## src/pkg/dhp_pkg.sv

```systemverilog
// dhp_pkg: constants and types shared by the high-speed lane receiver files.
// Assumes nothing of its surroundings; it holds definitions only.
`default_nettype none
package dhp_pkg;

   // Low-power line levels as {dp, dn}
   localparam logic [1:0] DHP_LP11 = 2'h3;
   localparam logic [1:0] DHP_LP01 = 2'h1;
   localparam logic [1:0] DHP_LP00 = 2'h0;

   // Sync pattern as the six newest bits of the shift register
   localparam logic [5:0] DHP_SYNC_PAT = 6'h1D;
   // Bit index reached when the pattern is found; two sync bits remain
   localparam logic [2:0] DHP_SYNC_TAIL = 3'h6;
   // Last bit index of a byte
   localparam logic [2:0] DHP_BIT_LAST = 3'h7;
   // Header byte index that carries the check byte
   localparam logic [1:0] DHP_HDR_LAST = 2'h3;

   // Data types that the receiver treats specially
   localparam logic [5:0] DHP_DT_EOTP = 6'h08;
   localparam logic [5:0] DHP_DT_MAXRET = 6'h37;
   // Low type nibbles that select the long format
   localparam logic [3:0] DHP_LONG_NIB_A = 4'h9;
   localparam logic [3:0] DHP_LONG_NIB_B = 4'hC;
   localparam logic [3:0] DHP_LONG_NIB_C = 4'hE;

   // Footer values with fixed meaning
   localparam logic [15:0] DHP_CRC_EMPTY = 16'hFFFF;
   localparam logic [15:0] DHP_CRC_NONE = 16'h0000;
   localparam logic [15:0] DHP_WC_ZERO = 16'h0000;
   localparam logic [15:0] DHP_WC_ONE = 16'h0001;
   // Return size limit before the host sets one
   localparam logic [15:0] DHP_MAXRET_RST = 16'h0001;
   localparam logic [7:0] DHP_ECC_OK = 8'h00;

   // Syndrome of a single flipped header bit, D0 first; also the parity masks
   localparam logic [7:0] DHP_SYN_TAB [24] = '{
      8'h07, 8'h0B, 8'h0D, 8'h0E, 8'h13, 8'h15, 8'h16, 8'h19,
      8'h1A, 8'h1C, 8'h23, 8'h25, 8'h26, 8'h29, 8'h2A, 8'h2C,
      8'h31, 8'h32, 8'h34, 8'h38, 8'h1F, 8'h2F, 8'h37, 8'h3B};

   // Receiver states, Gray coded along the path IDLE, REQ, SYNC, HDR, PAY, FOOT
   typedef enum logic [2:0] {
      DHP_ST_IDLE = 3'h0,
      DHP_ST_REQ = 3'h1,
      DHP_ST_SYNC = 3'h3,
      DHP_ST_HDR = 3'h2,
      DHP_ST_PAY = 3'h6,
      DHP_ST_FOOT = 3'h7,
      DHP_ST_DRAIN = 3'h5
   } dhp_state_t;

endpackage
`default_nettype wire

```

## src/pkg/dhp_ecc_if.sv

```systemverilog
// dhp_ecc_if: carries a packet header to the check-byte decoder and back.
// Assumes both ends sit in the same clock domain; the path is combinational.
`timescale 1ns/1ns
`default_nettype none
interface dhp_ecc_if;
   logic [23:0] data;  // Identifier and two following bytes
   logic [7:0] ecc;    // Received check byte
   logic [23:0] fixed; // Header after single-bit repair
   logic single;       // One bit was wrong and is repaired
   logic multi;        // Damage beyond repair
   modport chk (input data, input ecc, output fixed, output single, output multi);
   modport user (output data, output ecc, input fixed, input single, input multi);
endinterface
`default_nettype wire

```

## src/hw/dhp_ecc_check.sv

```systemverilog
// dhp_ecc_check: header check-byte decoder, repairs one bit, flags more.
// Assumes the caller holds data and ecc stable; no clock, pure logic.
`timescale 1ns/1ns
`default_nettype none
module dhp_ecc_check
   import dhp_pkg::*;
(
   dhp_ecc_if.chk e
);

   logic [7:0] calc;  // Check byte recomputed from the header
   logic [7:0] syn;   // Received versus computed
   logic [23:0] hit;  // Syndrome names this data bit

   // Recompute parity: each set data bit folds in its table column
   always_comb begin
      calc = DHP_ECC_OK;
      for (int i = 0; i < 24; i++) begin
         if (e.data[i]) begin
            calc = calc ^ DHP_SYN_TAB[i];
         end
      end
   end

   assign syn = calc ^ e.ecc;

   // One comparator per data bit against its single-error syndrome
   for (genvar i = 0; i < 24; i++) begin : g_hit
      assign hit[i] = (syn == DHP_SYN_TAB[i]);
   end

   assign e.fixed = e.data ^ hit;
   // A one-hot syndrome means the check byte itself took the hit
   assign e.single = (syn != DHP_ECC_OK) && ((|hit) || $onehot(syn));
   assign e.multi = (syn != DHP_ECC_OK) && !(|hit) && !$onehot(syn);

endmodule // dhp_ecc_check
`default_nettype wire

```

## src/hw/dhp_hs_rx.sv

```systemverilog
// dhp_hs_rx: high-speed receive path of the display link data lane.
// Lane levels, the HS bit and the lane clock are asynchronous pins;
// eotp_en comes from core_clk logic. Bits are taken on both lane clock edges.
`timescale 1ns/1ns
`default_nettype none
module dhp_hs_rx
   import dhp_pkg::*;
(
   input wire logic core_clk,
   input wire logic srst,
   input wire logic lane_dp,
   input wire logic lane_dn,
   input wire logic lane_hs,
   input wire logic rx_clock_lane,
   input wire logic eotp_en,
   output logic term_en,
   output logic hs_data_transfer,
   output logic hdr_valid,
   output logic [1:0] hdr_vc,
   output logic [5:0] hdr_dt,
   output logic [15:0] hdr_wc,
   output logic hdr_long,
   output logic pay_valid,
   output logic [7:0] pay_data,
   output logic pkt_end,
   output logic [15:0] pkt_crc,
   output logic crc_absent,
   output logic crc_empty_bad,
   output logic ecc_fixed,
   output logic ecc_fail,
   output logic frame_err,
   output logic eotp_seen,
   output logic [15:0] max_ret_size
);

   // Synchroniser stages; the first of each pair feeds only the second
   logic [1:0] lp_m_q, lp_s_q;
   logic hs_m_q, hs_s_q;
   logic ck_m_q, ck_s_q, ck_d_q;

   // Control state
   dhp_state_t state_q, state_d;
   logic term_en_q;      // Lane termination
   logic locked_q;       // Sync pattern found in this burst
   logic [2:0] bit_cnt_q; // Bit index within the byte
   logic [7:0] sr_q;     // Bit shift register, newest bit on top
   logic [1:0] idx_q;    // Byte index in header or footer
   logic [23:0] hbuf_q;  // First three header bytes
   logic [15:0] cnt_q;   // Payload bytes still to come
   logic [7:0] crc_lo_q; // Footer low byte

   // Output registers
   logic hdr_valid_q, hdr_long_q, pay_valid_q, pkt_end_q;
   logic [1:0] hdr_vc_q;
   logic [5:0] hdr_dt_q;
   logic [15:0] hdr_wc_q, pkt_crc_q, max_ret_q;
   logic [7:0] pay_data_q;
   logic crc_absent_q, crc_empty_bad_q, ecc_fixed_q, ecc_fail_q;
   logic frame_err_q, eotp_seen_q, hs_q;

   // Decoded lane conditions
   logic lp11, lp01, lp00, ck_edge;
   // Bit and byte strobes
   logic in_hs, in_pkt, bit_ev, sync_hit, byte_done;
   logic [7:0] sr_d;
   // Packet decode
   logic hdr_done, foot_done, pay_last, accept, is_eotp, term_d;
   logic fix_long;
   logic [5:0] fix_dt;
   logic [1:0] fix_vc;
   logic [15:0] fix_wc, crc_full;
   logic lp_end;

   // Header decoder shares its signals through the carrier
   dhp_ecc_if ecc_if ();

   dhp_ecc_check u_ecc (
      .e (ecc_if.chk)
   );

   // Resynchronise the pins; lane clock gets a third stage for edges
   always_ff @(posedge core_clk) begin
      if (srst) begin
         lp_m_q <= DHP_LP11;
         lp_s_q <= DHP_LP11;
         hs_m_q <= 1'b0;
         hs_s_q <= 1'b0;
         ck_m_q <= 1'b0;
         ck_s_q <= 1'b0;
         ck_d_q <= 1'b0;
      end else begin
         lp_m_q <= {lane_dp, lane_dn};
         lp_s_q <= lp_m_q;
         hs_m_q <= lane_hs;
         hs_s_q <= hs_m_q;
         ck_m_q <= rx_clock_lane;
         ck_s_q <= ck_m_q;
         ck_d_q <= ck_s_q;
      end
   end

   // Line level decode
   assign lp11 = (lp_s_q == DHP_LP11);
   assign lp01 = (lp_s_q == DHP_LP01);
   assign lp00 = (lp_s_q == DHP_LP00);
   // Double data rate: either lane clock edge carries a bit
   assign ck_edge = ck_s_q ^ ck_d_q;

   // Bit strobes only count while the lane is in high-speed mode
   assign in_hs = (state_q == DHP_ST_SYNC) || (state_q == DHP_ST_HDR) ||
                  (state_q == DHP_ST_PAY) || (state_q == DHP_ST_FOOT);
   assign bit_ev = ck_edge && in_hs;
   assign sr_d = {hs_s_q, sr_q[7:1]};
   assign sync_hit = (state_q == DHP_ST_SYNC) && !locked_q &&
                     (sr_q[7:2] == DHP_SYNC_PAT);
   assign byte_done = bit_ev && locked_q && (bit_cnt_q == DHP_BIT_LAST);

   // Header check: data bytes plus the check byte just completed
   assign ecc_if.data = hbuf_q;
   assign ecc_if.ecc = sr_d;
   assign fix_vc = ecc_if.fixed[7:6];
   assign fix_dt = ecc_if.fixed[5:0];
   assign fix_wc = ecc_if.fixed[23:8];
   assign fix_long = (fix_dt[3:0] == DHP_LONG_NIB_A) ||
                     (fix_dt[3:0] == DHP_LONG_NIB_B) ||
                     (fix_dt[3:0] == DHP_LONG_NIB_C);
   assign is_eotp = eotp_en && !fix_long && (fix_dt == DHP_DT_EOTP);

   assign hdr_done = byte_done && (state_q == DHP_ST_HDR) && (idx_q == DHP_HDR_LAST);
   assign accept = hdr_done && !ecc_if.multi && !is_eotp;
   assign foot_done = byte_done && (state_q == DHP_ST_FOOT) && idx_q[0];
   assign pay_last = (cnt_q == DHP_WC_ONE);
   assign crc_full = {sr_d, crc_lo_q};

   // A packet is open from its first header byte to its last footer byte
   assign in_pkt = ((state_q == DHP_ST_HDR) && (idx_q != 2'h0)) ||
                   (state_q == DHP_ST_PAY) || (state_q == DHP_ST_FOOT);
   assign lp_end = lp11 && (state_q != DHP_ST_IDLE);
   assign term_d = (state_d != DHP_ST_IDLE) && (state_d != DHP_ST_REQ);

   // Lane and packet sequencing
   always_comb begin
      state_d = state_q;
      unique case (state_q)
         DHP_ST_IDLE: begin
            if (lp01) begin
               state_d = DHP_ST_REQ;
            end
         end
         DHP_ST_REQ: begin
            if (lp00) begin
               state_d = DHP_ST_SYNC;
            end else if (!lp01) begin
               state_d = DHP_ST_IDLE;  // Not a high-speed entry after all
            end
         end
         // Sync byte ends at its eighth bit
         DHP_ST_SYNC: begin
            if (byte_done) begin
               state_d = DHP_ST_HDR;
            end
         end
         DHP_ST_HDR: begin
            if (hdr_done) begin
               if (ecc_if.multi || is_eotp) begin
                  state_d = DHP_ST_DRAIN;  // Count untrusted or burst over
               end else if (fix_long) begin
                  state_d = (fix_wc == DHP_WC_ZERO) ? DHP_ST_FOOT : DHP_ST_PAY;
               end
            end
         end
         DHP_ST_PAY: begin
            if (byte_done && pay_last) begin
               state_d = DHP_ST_FOOT;
            end
         end
         DHP_ST_FOOT: begin
            if (foot_done) begin
               state_d = DHP_ST_HDR;
            end
         end
         // Ignore the rest of the burst until the stop state
         DHP_ST_DRAIN: begin
            state_d = DHP_ST_DRAIN;
         end
         default: begin
            state_d = DHP_ST_IDLE;
         end
      endcase
      if (lp_end) begin
         state_d = DHP_ST_IDLE;
      end
   end

   // State, termination and activity flag
   always_ff @(posedge core_clk) begin
      if (srst) begin
         state_q <= DHP_ST_IDLE;
         term_en_q <= 1'b0;
         hs_q <= 1'b0;
      end else begin
         state_q <= state_d;
         term_en_q <= term_d;
         hs_q <= (state_d != DHP_ST_IDLE) && (state_d != DHP_ST_REQ);
      end
   end

   // Bit shifter, cleared outside high speed so stale bits never fake a sync
   always_ff @(posedge core_clk) begin
      if (srst || !in_hs) begin
         sr_q <= 8'h00;
      end else if (bit_ev) begin
         sr_q <= sr_d;
      end
   end

   always_ff @(posedge core_clk) begin
      if (srst || !in_hs) begin
         locked_q <= 1'b0;
         bit_cnt_q <= 3'h0;
      end else if (sync_hit) begin
         locked_q <= 1'b1;
         bit_cnt_q <= DHP_SYNC_TAIL;
      end else if (bit_ev && locked_q) begin
         bit_cnt_q <= bit_cnt_q + 3'h1;
      end
   end

   always_ff @(posedge core_clk) begin
      if (srst || (state_q == DHP_ST_SYNC)) begin
         idx_q <= 2'h0;
      end else if (byte_done && ((state_q == DHP_ST_HDR) || (state_q == DHP_ST_FOOT))) begin
         idx_q <= (hdr_done || foot_done) ? 2'h0 : idx_q + 2'h1;
      end
   end

   // Header bytes land at their index; the check byte is used live
   always_ff @(posedge core_clk) begin
      if (srst) begin
         hbuf_q <= 24'h000000;
      end else if (byte_done && (state_q == DHP_ST_HDR) && !hdr_done) begin
         hbuf_q[{idx_q, 3'h0} +: 8] <= sr_d;
      end
   end

   always_ff @(posedge core_clk) begin
      if (srst) begin
         cnt_q <= DHP_WC_ZERO;
      end else if (hdr_done) begin
         cnt_q <= fix_wc;
      end else if (byte_done && (state_q == DHP_ST_PAY)) begin
         cnt_q <= cnt_q - DHP_WC_ONE;
      end
   end

   // Footer low byte
   always_ff @(posedge core_clk) begin
      if (srst) begin
         crc_lo_q <= 8'h00;
      end else if (byte_done && (state_q == DHP_ST_FOOT) && !idx_q[0]) begin
         crc_lo_q <= sr_d;
      end
   end

   // Event pulses, one cycle each
   always_ff @(posedge core_clk) begin
      if (srst) begin
         hdr_valid_q <= 1'b0;
         pay_valid_q <= 1'b0;
         pkt_end_q <= 1'b0;
         ecc_fixed_q <= 1'b0;
         ecc_fail_q <= 1'b0;
         frame_err_q <= 1'b0;
         eotp_seen_q <= 1'b0;
      end else begin
         hdr_valid_q <= accept;
         pay_valid_q <= byte_done && (state_q == DHP_ST_PAY);
         pkt_end_q <= (accept && !fix_long) || foot_done;
         ecc_fixed_q <= hdr_done && ecc_if.single;
         ecc_fail_q <= hdr_done && ecc_if.multi;
         frame_err_q <= lp_end && in_pkt && !foot_done && !(accept && !fix_long);
         eotp_seen_q <= hdr_done && !ecc_if.multi && is_eotp;
      end
   end

   // Header fields hold until the next accepted header
   always_ff @(posedge core_clk) begin
      if (srst) begin
         hdr_vc_q <= 2'h0;
         hdr_dt_q <= 6'h00;
         hdr_wc_q <= DHP_WC_ZERO;
         hdr_long_q <= 1'b0;
      end else if (accept) begin
         hdr_vc_q <= fix_vc;
         hdr_dt_q <= fix_dt;
         hdr_wc_q <= fix_wc;
         hdr_long_q <= fix_long;
      end
   end

   // Payload byte, valid with pay_valid only
   always_ff @(posedge core_clk) begin
      if (srst) begin
         pay_data_q <= 8'h00;
      end else if (byte_done && (state_q == DHP_ST_PAY)) begin
         pay_data_q <= sr_d;
      end
   end

   // Footer results; the checksum itself is not recomputed here
   always_ff @(posedge core_clk) begin
      if (srst) begin
         pkt_crc_q <= DHP_CRC_NONE;
         crc_absent_q <= 1'b0;
         crc_empty_bad_q <= 1'b0;
      end else begin
         if (foot_done) begin
            pkt_crc_q <= crc_full;
         end
         crc_absent_q <= foot_done && (crc_full == DHP_CRC_NONE);
         crc_empty_bad_q <= foot_done && (hdr_wc_q == DHP_WC_ZERO) &&
                            (crc_full != DHP_CRC_EMPTY) && (crc_full != DHP_CRC_NONE);
      end
   end

   always_ff @(posedge core_clk) begin
      if (srst) begin
         max_ret_q <= DHP_MAXRET_RST;
      end else if (accept && !fix_long && (fix_dt == DHP_DT_MAXRET)) begin
         max_ret_q <= fix_wc;
      end
   end

   // Ports come straight from the registers
   assign term_en = term_en_q;
   assign hs_data_transfer = hs_q;
   assign hdr_valid = hdr_valid_q;
   assign hdr_vc = hdr_vc_q;
   assign hdr_dt = hdr_dt_q;
   assign hdr_wc = hdr_wc_q;
   assign hdr_long = hdr_long_q;
   assign pay_valid = pay_valid_q;
   assign pay_data = pay_data_q;
   assign pkt_end = pkt_end_q;
   assign pkt_crc = pkt_crc_q;
   assign crc_absent = crc_absent_q;
   assign crc_empty_bad = crc_empty_bad_q;
   assign ecc_fixed = ecc_fixed_q;
   assign ecc_fail = ecc_fail_q;
   assign frame_err = frame_err_q;
   assign eotp_seen = eotp_seen_q;
   assign max_ret_size = max_ret_q;

   // Payload bytes seen in the current packet, read by the checks only
   logic [15:0] pay_seen_q;
   always_ff @(posedge core_clk) begin
      if (srst || hdr_valid_q) begin
         pay_seen_q <= DHP_WC_ZERO;
      end else if (pay_valid_q) begin
         pay_seen_q <= pay_seen_q + DHP_WC_ONE;
      end
   end
endmodule // dhp_hs_rx
`default_nettype wire

```

## config.mk

```make
export PLATFORM = sky130hd
export DESIGN_NAME = dhp_hs_rx
export DESIGN_NICKNAME = d
export VERILOG_FILES = /design/src/pkg/dhp_pkg.sv /design/src/pkg/dhp_ecc_if.sv /design/src/hw/dhp_ecc_check.sv /design/src/hw/dhp_hs_rx.sv
export SDC_FILE = /design/constraint.sdc
export NUM_CORES = 1
export LEC_CHECK = 0
export BUFFER_PORTS_ARGS = -buffer_cell sky130_fd_sc_hd__buf_2
export CAP_MARGIN = 20
export CORE_MARGIN = 2
export CORE_UTILIZATION = 59
export CTS_CLUSTER_SIZE = 28
export DETAILED_ROUTE_END_ITERATION = 6
export HOLD_SLACK_MARGIN = 0.03
export PLACE_DENSITY = 0.92
export SYNTH_ARGS = -nofsm -noshare
export SYNTH_HDL_FRONTEND = slang
export SYNTH_SLANG_ARGS = --single-unit
```

## constraint.sdc

```tcl
create_clock -name core_clk -period 6.05 [get_ports core_clk]
set_input_delay 0.3025 -clock core_clk [delete_from_list [all_inputs] [get_ports core_clk]]
set_output_delay 0.3025 -clock core_clk [all_outputs]
set_load 0.02 [all_outputs]
```

; ---- Word-level counts from Yosys, hierarchy flattened
; Cells that the tools add are included.
[word_totals]
reg_bits = 149
out_inout_bits = 76
wordCells = 233
[classes]
add_sub_neg = 11
n_eq_ne = 44
n_shift = 2
mux = 42
n_bitwise = 26
reduce_logical = 75
[op_table]
columns = operator, n
row1 = 8-bit by 6-bit == test with 1-bit output (second input constant), 13
row2 = 6-bit two-way mux, 13
row3 = 8-bit by 5-bit == test with 1-bit output (second input constant), 7
row4 = 16-bit zero test, 3
row5 = 3-bit NOT, 16
row6 = 3-bit two-way mux, 13
row7 = 1-bit logical AND, 36
row8 = 5-bit two-way mux, 7
row9 = 16-bit two-way mux, 2
row10 = 24-bit bitwise mux, 1
row11 = 8-bit by 4-bit == test with 1-bit output (second input constant), 3
row12 = 24-bit OR reduction, 1
row13 = 8-bit by 7-bit variable shift with 24-bit output (first input constant), 1
row14 = 8-bit by 7-bit indexed part select with 24-bit output, 1
row15 = 24-bit XOR, 1
row16 = 3-bit one-hot mux with 7 select lines, 1
row17 = 5-bit NOT, 4
row18 = 16-bit by 1-bit == test with 1-bit output (second input constant), 1
row19 = 16-bit inequality test (second input constant), 1
row20 = 16-bit nonzero test, 1
row21 = 16-bit by 1-bit subtractor with 16-bit output (second input constant), 1
row22 = 1-bit logical OR, 14
row23 = 4-bit adder, 3
row24 = 3-bit == test (second input constant), 4
row25 = 28 further kinds, 52

; ---- Depth between registers and ports, before layout
; Gate-level depths: netlist of run 1.
[depth]
ltp_word = 63
ltp_mapped = 21
depth_no_buf = 18

; ---- Cells and area by module
; From an unflattened synthesis of run 1, not the netlist that was laid out.
[unflattened]
cells_unflattened = 902
area_unflattened_um2 = 7578.5
[modules_own_cells]
columns = mod, instances, cells_per_inst, area_per_inst_um2, seq_area_each_um2
row1 = dhp_hs_rx, 1, 727, 6128.4, 2962.8
row2 = dhp_ecc_check, 1, 175, 1450.1, 0.0

; ---- Worst setup path after synthesis of run 1
; OpenSTA, ideal clock, no wires.
[synth_path]
path_type = register to register
start = register hbuf_q[23] (netlist: ecc_if.data[23])
end = register max_ret_q[11] (netlist: max_ret_size[11])
setup_ns = 0.088
arrival_time_ns = 4.832
t_required_ns = 5.962
slack_ns = 1.130
stages_incl_launch_ff = 22
path_buffers = 3
cell_sequence = dfxtp_1 > buf_2 > xor2_1 > xnor2_1 > xnor2_1 > xnor2_1 > xor2_1 > inv_1 > ha_1 > fa_1 > fa_1 > ha_1 > fa_1 > nor4b_1 > a31oi_1 > and3_1 > o221ai_2 > o211a_1 > buf_6 > buf_4 > a21oi_1 > a311oi_2
[synth_via]
elab_chain_len = 14
word_cells_on_any_way = 56
cone_classes = 6 x add/sub / 30 x eq/ne / 1 x mux / 2 x bitwise / 17 x reduce/logical
[synth_rtl]
columns = item, line_no
row1 = "start, declared", dhp_hs_rx.sv:48  ; logic [23:0] hbuf_q;
row2 = "start signal, assigned by index", dhp_hs_rx.sv:242  ; hbuf_q[{idx_q, 3'h0} +: 8] <= sr_d;
row3 = 6-bit two-way mux *, dhp_ecc_check.sv:19  ; if (e.data[i]) begin
row4 = 6-bit by 8-bit XOR with 8-bit output *, dhp_ecc_check.sv:25  ; assign syn = calc ^ e.ecc;
row5 = branches (longest 12 deep; another with 4-bit adder), --
row6 = "end signal, assigned", dhp_hs_rx.sv:330  ; max_ret_q <= fix_wc;
row7 = "end, declared", dhp_hs_rx.sv:56  ; logic [15:0] hdr_wc_q, pkt_crc_q, max_ret_q;
; Every way passes the cells marked *.
; A chain may end at the register's enable or synchronous reset.

; ---- Final worst setup path of run 1
[layout_path]
start = register hbuf_q[23] (netlist: ecc_if.data[23])
end = register max_ret_q[9] (netlist: max_ret_size[9])
; The elaborated chain is that of the path after synthesis.

==> impl_metrics.tcl, run 1 <==
set metrics [dict create \
    run_status "finished, final reports clean" \
    die_area_um2 14090 \
    start_util_pct 61.02 \
    setup_tns_ps 0 \
    grt_usage_pct 29.70 \
    filler_cell_count 971 \
    rsz0062_at_grt "no" \
    fp.dieH_um 118.7 \
    rows 41 \
    arrival_ps 6120 \
    worst_pin_slew_ps 1039 \
    grt.overflow.total 0 \
    crit_buf_inv 2 \
    worstRegToRegCells 19 \
    routed_wl_um 20790 \
    ctsResizeCount 0 \
    worstPathCellList "xor2_1, xnor2_1, xnor2_1, xnor2_1, xor2_1, inv_1, ha_1, fa_1, fa_1, ha_1, fa_1, nor4b_1, a31oi_1, and3_1, o221ai_2, o211a_2, buf_12, a21oi_1, a311oi_1" \
    hold_buffers 0 \
    finish.utilization_pct 68.73 \
    cpPeakStageDelay_ps 530 \
    cp_top_family "adder cells" \
    cp.depth 19 \
    root_buffer "clkbuf_16" \
    portBuffers 82 \
    synthSimpleGateAreaFrac_pct 21.63 \
    power_mw 2.053 \
    routed-via-count 7051 \
    netlist.area_leader.share_pct 38.16 \
    drtPass1Iterations 5 \
    dpl_cell_area_um2 8144 \
    end_kind "flip-flop" \
    synthArstFlopShare_pct 0 \
    postSynthCellCount 925 \
    ff2ff_setup_slack_ps 250 \
    fin_skew_ps 8.233 \
    layout-drive-gt1-share_pct 15.64 \
    post-route-min-period_ps 5801 \
    crit_path_start_kind "flip-flop" \
    dp_hpwl_um 14290 \
    multi_input_area_um2 4405 \
    critPathCapture "max_ret_size[9]$_SDFFE_PP0P_" \
    post_cts_buffers 0 \
    synth_edf_count 0 \
    viasPerCell 6.131 \
    syn_area_per_cell_um2 8.393 \
    drtIter0Drc 892 \
    power_density_nw_per_um2 234.8 \
    antenna_found_initial 0 \
    synth_xor_area_share_pct 13.88 \
    p_leak_nw 3.317 \
    syn-cell-area_um2 7764 \
    numCtsBuffers 17 \
    htree_levels 4 \
    synth-seq-cells 148 \
    required_ps 6370 \
    yosysSeqAreaShare_pct 38.16 \
    path_max_fanout 71 \
    yosysUniqueCellTypes 62 \
    rr_startpoint "ecc_if.data[23]$_SDFFE_PP0P_" \
    path_class "flip-flop to flip-flop" \
    wire_per_inst_um 18.08 \
    synth_top_family_by_area "simple AND/OR/NAND/NOR gates" \
    final_hold_viol_count 0 \
    insertion_delay_ps 430 \
    regToRegEndpoint "max_ret_size[9]$_SDFFE_PP0P_" \
    synthAdderAreaFrac_pct 4.577 \
    ir_worst_vdd_uv 230.8 \
    critPathLaunch "ecc_if.data[23]$_SDFFE_PP0P_" \
    max-cap-violations 0 \
    path_clk_slew_ps 60 \
    syn-num-nets 958 \
    clockBufferDepth 2 \
    nNetsFinal 999 \
    core_area_um2 12720 \
    first_global_vias 6652 \
    ant_nets 0 \
    setup_slack_ps 248.6 \
    stdcell_area_um2 8743 \
    ys.flop_type "dfxtp_1" \
    slowest_stage "fa_1" \
    muxShareOfSynthArea_pct 1.418 \
    gp_congestion 0.9850 \
    maxSlewHeadroom_pct 30.60 \
    diodes 0 \
    finalCritPeriodShare_pct 95.89 \
    ios 83 \
    setup_violations 0 \
    netlist_top_cells_area "dfxtp_1 (38%), xnor2_1 (7.7%), a21oi_1 (6.3%)" \
    place_ws_ps 366.1 \
    fmax_mhz 172.4 \
    dieWidth_um 118.7 \
    grt_pass1_wl_um 33330 \
    regArea_um2 2963 \
    route.detailed.drc 0 \
    hold_class "input pin to flip-flop" \
    cts_tree "done" \
    cts_sinks 148 \
    area_growth_pct 12.62 \
    grt_max_degree 94 \
    drv_slew 0 \
    yosys.area.top_type "dfxtp_1" \
    synth_compound_area_share_pct 15.10 \
    ys_warn_count 0 \
]
state kept, by name (all words and copies together), names as in the netlist, 6 cells and up:
| register | flops |
|---|---|
| max_ret_size | 16 |
| pkt_crc | 16 |
| hdr_wc | 16 |
| pay_data | 8 |
| ecc_if.data | 24 |
| hdr_dt | 6 |
| cnt_q | 16 |
| crc_lo_q | 8 |
| sr_q | 7 |
worst register-to-register path: stages (launching register included):
cell and delay [ps]:
dfxtp_1 470, xor2_1 350, xnor2_1 260, xnor2_1 140, xnor2_1 220, xor2_1 280, inv_1 110, ha_1 310
fa_1 530, fa_1 500, ha_1 230, fa_1 420, nor4b_1 300, a31oi_1 90, and3_1 230, o221ai_2 280
o211a_2 270, buf_12 270, a21oi_1 130, a311oi_1 300
power breakdown:
| group | leakage [nW] | internal (mW) | switching (mW) |
|---|---|---|---|
| clock network | 0.279 | 0.649 | 0.396 |
| registers | 1.19 | 0.977 | 0.00233 |
| logic | 1.84 | 0.00778 | 0.0203 |
| total | 3.32 | 1.63 | 0.419 |
area by class of cell:
class | count | area share (%)
clock buffer | 24 | 5.624
tap | 172 | 2.461
inverter | 17 | 0.7298
timing repair buffer | 93 | 5.810
multi-input combinational | 689 | 50.39
sequential | 148 | 33.89
clock inverter | 7 | 1.102
layout by cell type, fill, tap and decap left out, types with 15 or more instances in the layout:
master	n
nand3_1	39
clkbuf_16	17
a21oi_1	97
xnor2_1	68
nor4_1	15
dfxtp_1	148
inv_1	16
nor2_1	79
a211oi_1	32
buf_2	81
nand2_1	123
xor2_1	29
ha_1	22
nor3_1	38
cells by family (layout without fill, tap and decap cells):
| kind of cell | Yosys count | count (layout) |
|---|---|---|
| simple gates | 357 | 357 |
| compound gates | 187 | 187 |
| flops | 148 | 148 |
| mux | 11 | 11 |
| buf+inv | 88 | 141 |
| xor+xnor | 108 | 108 |
| fa+ha+maj | 26 | 26 |
through the flow:
step | instances | hold slack (ps)
3_5_place_dp | 1119 | 396.2
4_1_cts | 1150 | 58.80
2_1_floorplan | 925 | 389.5
6_report | 1150 | 60.41
5_1_grt | 1150 | 56.39
3_3_place_gp | 1119 | 392.2
cell usage after synthesis (3+ instances only):
cell type	n
and3_1	7
nor4_1	15
nand3_1	39
xnor2_2	3
ha_1	22
nor2b_1	5
buf_2	13
a21oi_2	4
nor2_1	79
a211oi_1	32
nor4b_1	3
dfxtp_1	148
clkbuf_1	47
or2_2	7
a311oi_1	13
xnor2_1	68
xor2_2	3
mux2i_1	11
buf_6	5
inv_1	16
nand4_1	9
buf_4	6
nor3b_1	3
fa_1	4
a31oi_1	4
o21ai_0	14
nand3_2	5
nor3_1	38
nand2_1	123
and2_1	5
or3_1	7
a21oi_1	97
nand2b_1	4
xor2_1	29
worst min path at each step:
stage,startpoint,endpoint,slack [ps],cells after the start
2_1_floorplan,lp_m_q[0]$_SDFF_PP1_,lp_s_q[0]$_SDFF_PP1_,390,1
3_3_place_gp,lp_m_q[1]$_SDFF_PP1_,lp_s_q[1]$_SDFF_PP1_,390,1
3_5_place_dp,lp_m_q[0]$_SDFF_PP1_,lp_s_q[0]$_SDFF_PP1_,400,1
4_1_cts,lane_dn,lp_m_q[0]$_SDFF_PP1_,60,2
5_1_grt,lane_dp,lp_m_q[1]$_SDFF_PP1_,60,2
6_report,lane_dn,lp_m_q[0]$_SDFF_PP1_,60,2
per-layer routing:
layer	GRT usage, %	part of all wire, %	wire length (um)
met4	15.18	3.8	786
met1	36.51	40	8216
met2	48.02	48	9876
met3	7.577	9.2	1911
met5	0	0	0
Power figures use the tool's default switching activity.
==> inputs of run 2 (changes only) <==
--- a/config.mk
+++ b/config.mk
@@ -5,14 +5,14 @@
 export SDC_FILE = /design/constraint.sdc
 export NUM_CORES = 1
 export LEC_CHECK = 0
-export BUFFER_PORTS_ARGS = -buffer_cell sky130_fd_sc_hd__buf_2
 export CAP_MARGIN = 20
-export CORE_MARGIN = 2
-export CORE_UTILIZATION = 59
+export CORE_UTILIZATION = 61
 export CTS_CLUSTER_SIZE = 28
 export DETAILED_ROUTE_END_ITERATION = 6
+export DONT_BUFFER_PORTS = 1
 export HOLD_SLACK_MARGIN = 0.03
-export PLACE_DENSITY = 0.92
+export PLACE_DENSITY = 0.89
+export SLEW_MARGIN = 20
 export SYNTH_ARGS = -nofsm -noshare
 export SYNTH_HDL_FRONTEND = slang
 export SYNTH_SLANG_ARGS = --single-unit
==> impl_metrics.tcl, run 2 (same netlist as run 1, synthesis figures left out) <==
set metrics [dict create \
    run_status "finished, final reports clean" \
    grt_use_met1_pct 37.97 \
    crit_buf_inv 2 \
    max-cap-violations 0 \
    finalCritPeriodShare_pct 95.47 \
    numCtsBuffers 17 \
    finish.utilization_pct 68.66 \
    drtIter0Drc 774 \
    holdPathStages 3 \
    dp_hpwl_um 13650 \
    grt_max_degree 129 \
    cp_top_family "adder cells" \
    fp.dieH_um 114.8 \
    power_mw 2.015 \
    cpPeakStageDelay_ps 520 \
    htree_levels 4 \
    drv_slew 0 \
    viasPerCell 6.246 \
    fin_hold_ws_ps 54.58 \
    path_max_fanout 33 \
    critPathLaunch "ecc_if.data[23]$_SDFFE_PP0P_" \
    path_clk_slew_ps 70 \
    hold_class "input pin to flip-flop" \
    met2_usage_pct 51.15 \
    dieWidth_um 114.8 \
    worstRegToRegCells 19 \
    worstPathCellList "xor2_1, xnor2_1, xnor2_1, xnor2_1, xor2_1, inv_1, ha_1, fa_1, fa_1, ha_1, fa_1, nor4b_1, a31oi_1, and3_1, o221ai_2, o211a_4, buf_12, a21oi_1, a311oi_1" \
    die_area_um2 13180 \
    rows 40 \
    final_common_cell "dfxtp_1" \
    largest_reg_flops 24 \
    start_util_pct 63.58 \
    power_density_nw_per_um2 240.3 \
    portBuffers 0 \
    setup_violations 0 \
    gp_congestion 0.9315 \
    grt.overflow.total 0 \
    layout-drive-gt1-share_pct 8.426 \
    hp-start "srst" \
    root_buffer "clkbuf_16" \
    grt_pass1_wl_um 31420 \
    route.detailed.drc 0 \
    worst_pin_slew_ps 1010 \
    arrival_ps 6100 \
    wire_per_inst_um 18.82 \
    drtPass1Iterations 6 \
    first_global_vias 6213 \
    rr_startpoint "ecc_if.data[23]$_SDFFE_PP0P_" \
    top_usage_layer "met2" \
    routed_wl_um 20140 \
    layout_common_cells "dfxtp_1 (148), nand2_1 (123), a21oi_1 (97)" \
    maxSlewHeadroom_pct 32.54 \
    post_cts_buffers 0 \
    rsz0062_at_grt "no" \
    ir_worst_vdd_uv 239.8 \
    post-route-min-period_ps 5776 \
    ios 83 \
    nNetsFinal 922 \
    required_ps 6370 \
    use_met3_pct 7.275 \
    end_kind "flip-flop" \
    ant_nets 0 \
    path_class "flip-flop to flip-flop" \
    core_area_um2 12210 \
    cts_sinks 148 \
    fin_skew_ps 10.21 \
    grt_usage_pct 31.07 \
    cp.depth 19 \
    crit_path_start_kind "flip-flop" \
    slowest_stage "fa_1" \
    clockBufferDepth 2 \
    insertion_delay_ps 420 \
    routed-via-count 6683 \
    p_leak_nw 2.906 \
    cts_tree "done" \
    fmax_mhz 173.1 \
    filler_cell_count 897 \
    setup_tns_ps 0 \
    antenna_found_initial 0 \
    area_growth_pct 7.994 \
    diodes 0 \
    final_hold_viol_count 0 \
]
run 2: cell types whose count changed in the layout (fill, tap and decap cells not counted), sizes merged:
cell,before,now
buf,93,12
inv,17,23
clkbuf,24,19
clkinv,2,6
dlygate4sd3,0,4
bufinv,2,0
clkinvlp,3,1
run 2: power by group:
group | total [mW] | switching (mW) | leakage (nW) | internal (mW)
Combinational | 0.0282 | 0.0187 | 1.43 | 0.00944
Clock | 1.01 | 0.446 | 0.282 | 0.561
Sequential | 0.980 | 0.00265 | 1.19 | 0.977
Total | 2.01 | 0.467 | 2.91 | 1.55
run 2: repair_timing:
action                                  4_1_cts  5_1_grt
endpoints found under the hold margin       128        0
endpoints found under the setup margin        0       22
resized for setup                             0        1
hold buffers                                  5        0
run 2: layout make-up:
type	instances	area (um^2)	area share, %
clock buffer	19	452.9	5.402
clock inverter	13	117.6	1.403
inverter	17	63.81	0.7611
multi-input combinational	689	4402	52.50
sequential	148	2963	35.34
tap	168	210.2	2.507
timing repair buffer	16	175.2	2.089
run 2: routing by layer:
metal | routed length (um) | vias up
li1 | - | 3123
met1 | 7965 | 3098
met2 | 9465 | 386
met3 | 1839 | 76
met4 | 870 | 0
met5 | 0 | -
run 2: worst register-to-register path: cells and delay by family (launching register included):
family	cells	cell delay (ps)
adders and majority gates	5	2020
xor gates and xnor gates	5	1210
buffers and inverters	2	330
DFF	1	470
AOI/OAI and AO/OA	5	1100
and+or+nand+nor	2	530
run 2: path summary, 6_finish.rpt:
kind	to	slack, ps
max	max_ret_size[13]$_SDFFE_PP0P_	270
max reg2reg	max_ret_size[13]$_SDFFE_PP0P_	270
min	state_q[0]$_SDFF_PP0_	50
min reg2reg	lp_s_q[1]$_SDFF_PP1_	420
run 2: metrics by stage:
step,setup slack [ps],instances,area (um^2)
floorplan,1130,925,7764
global placement,528.1,1033,7739
detailed placement,273.8,1033,7739
CTS,266.1,1070,8377
global route,28.17,1070,8384
finish,274.1,1070,8384
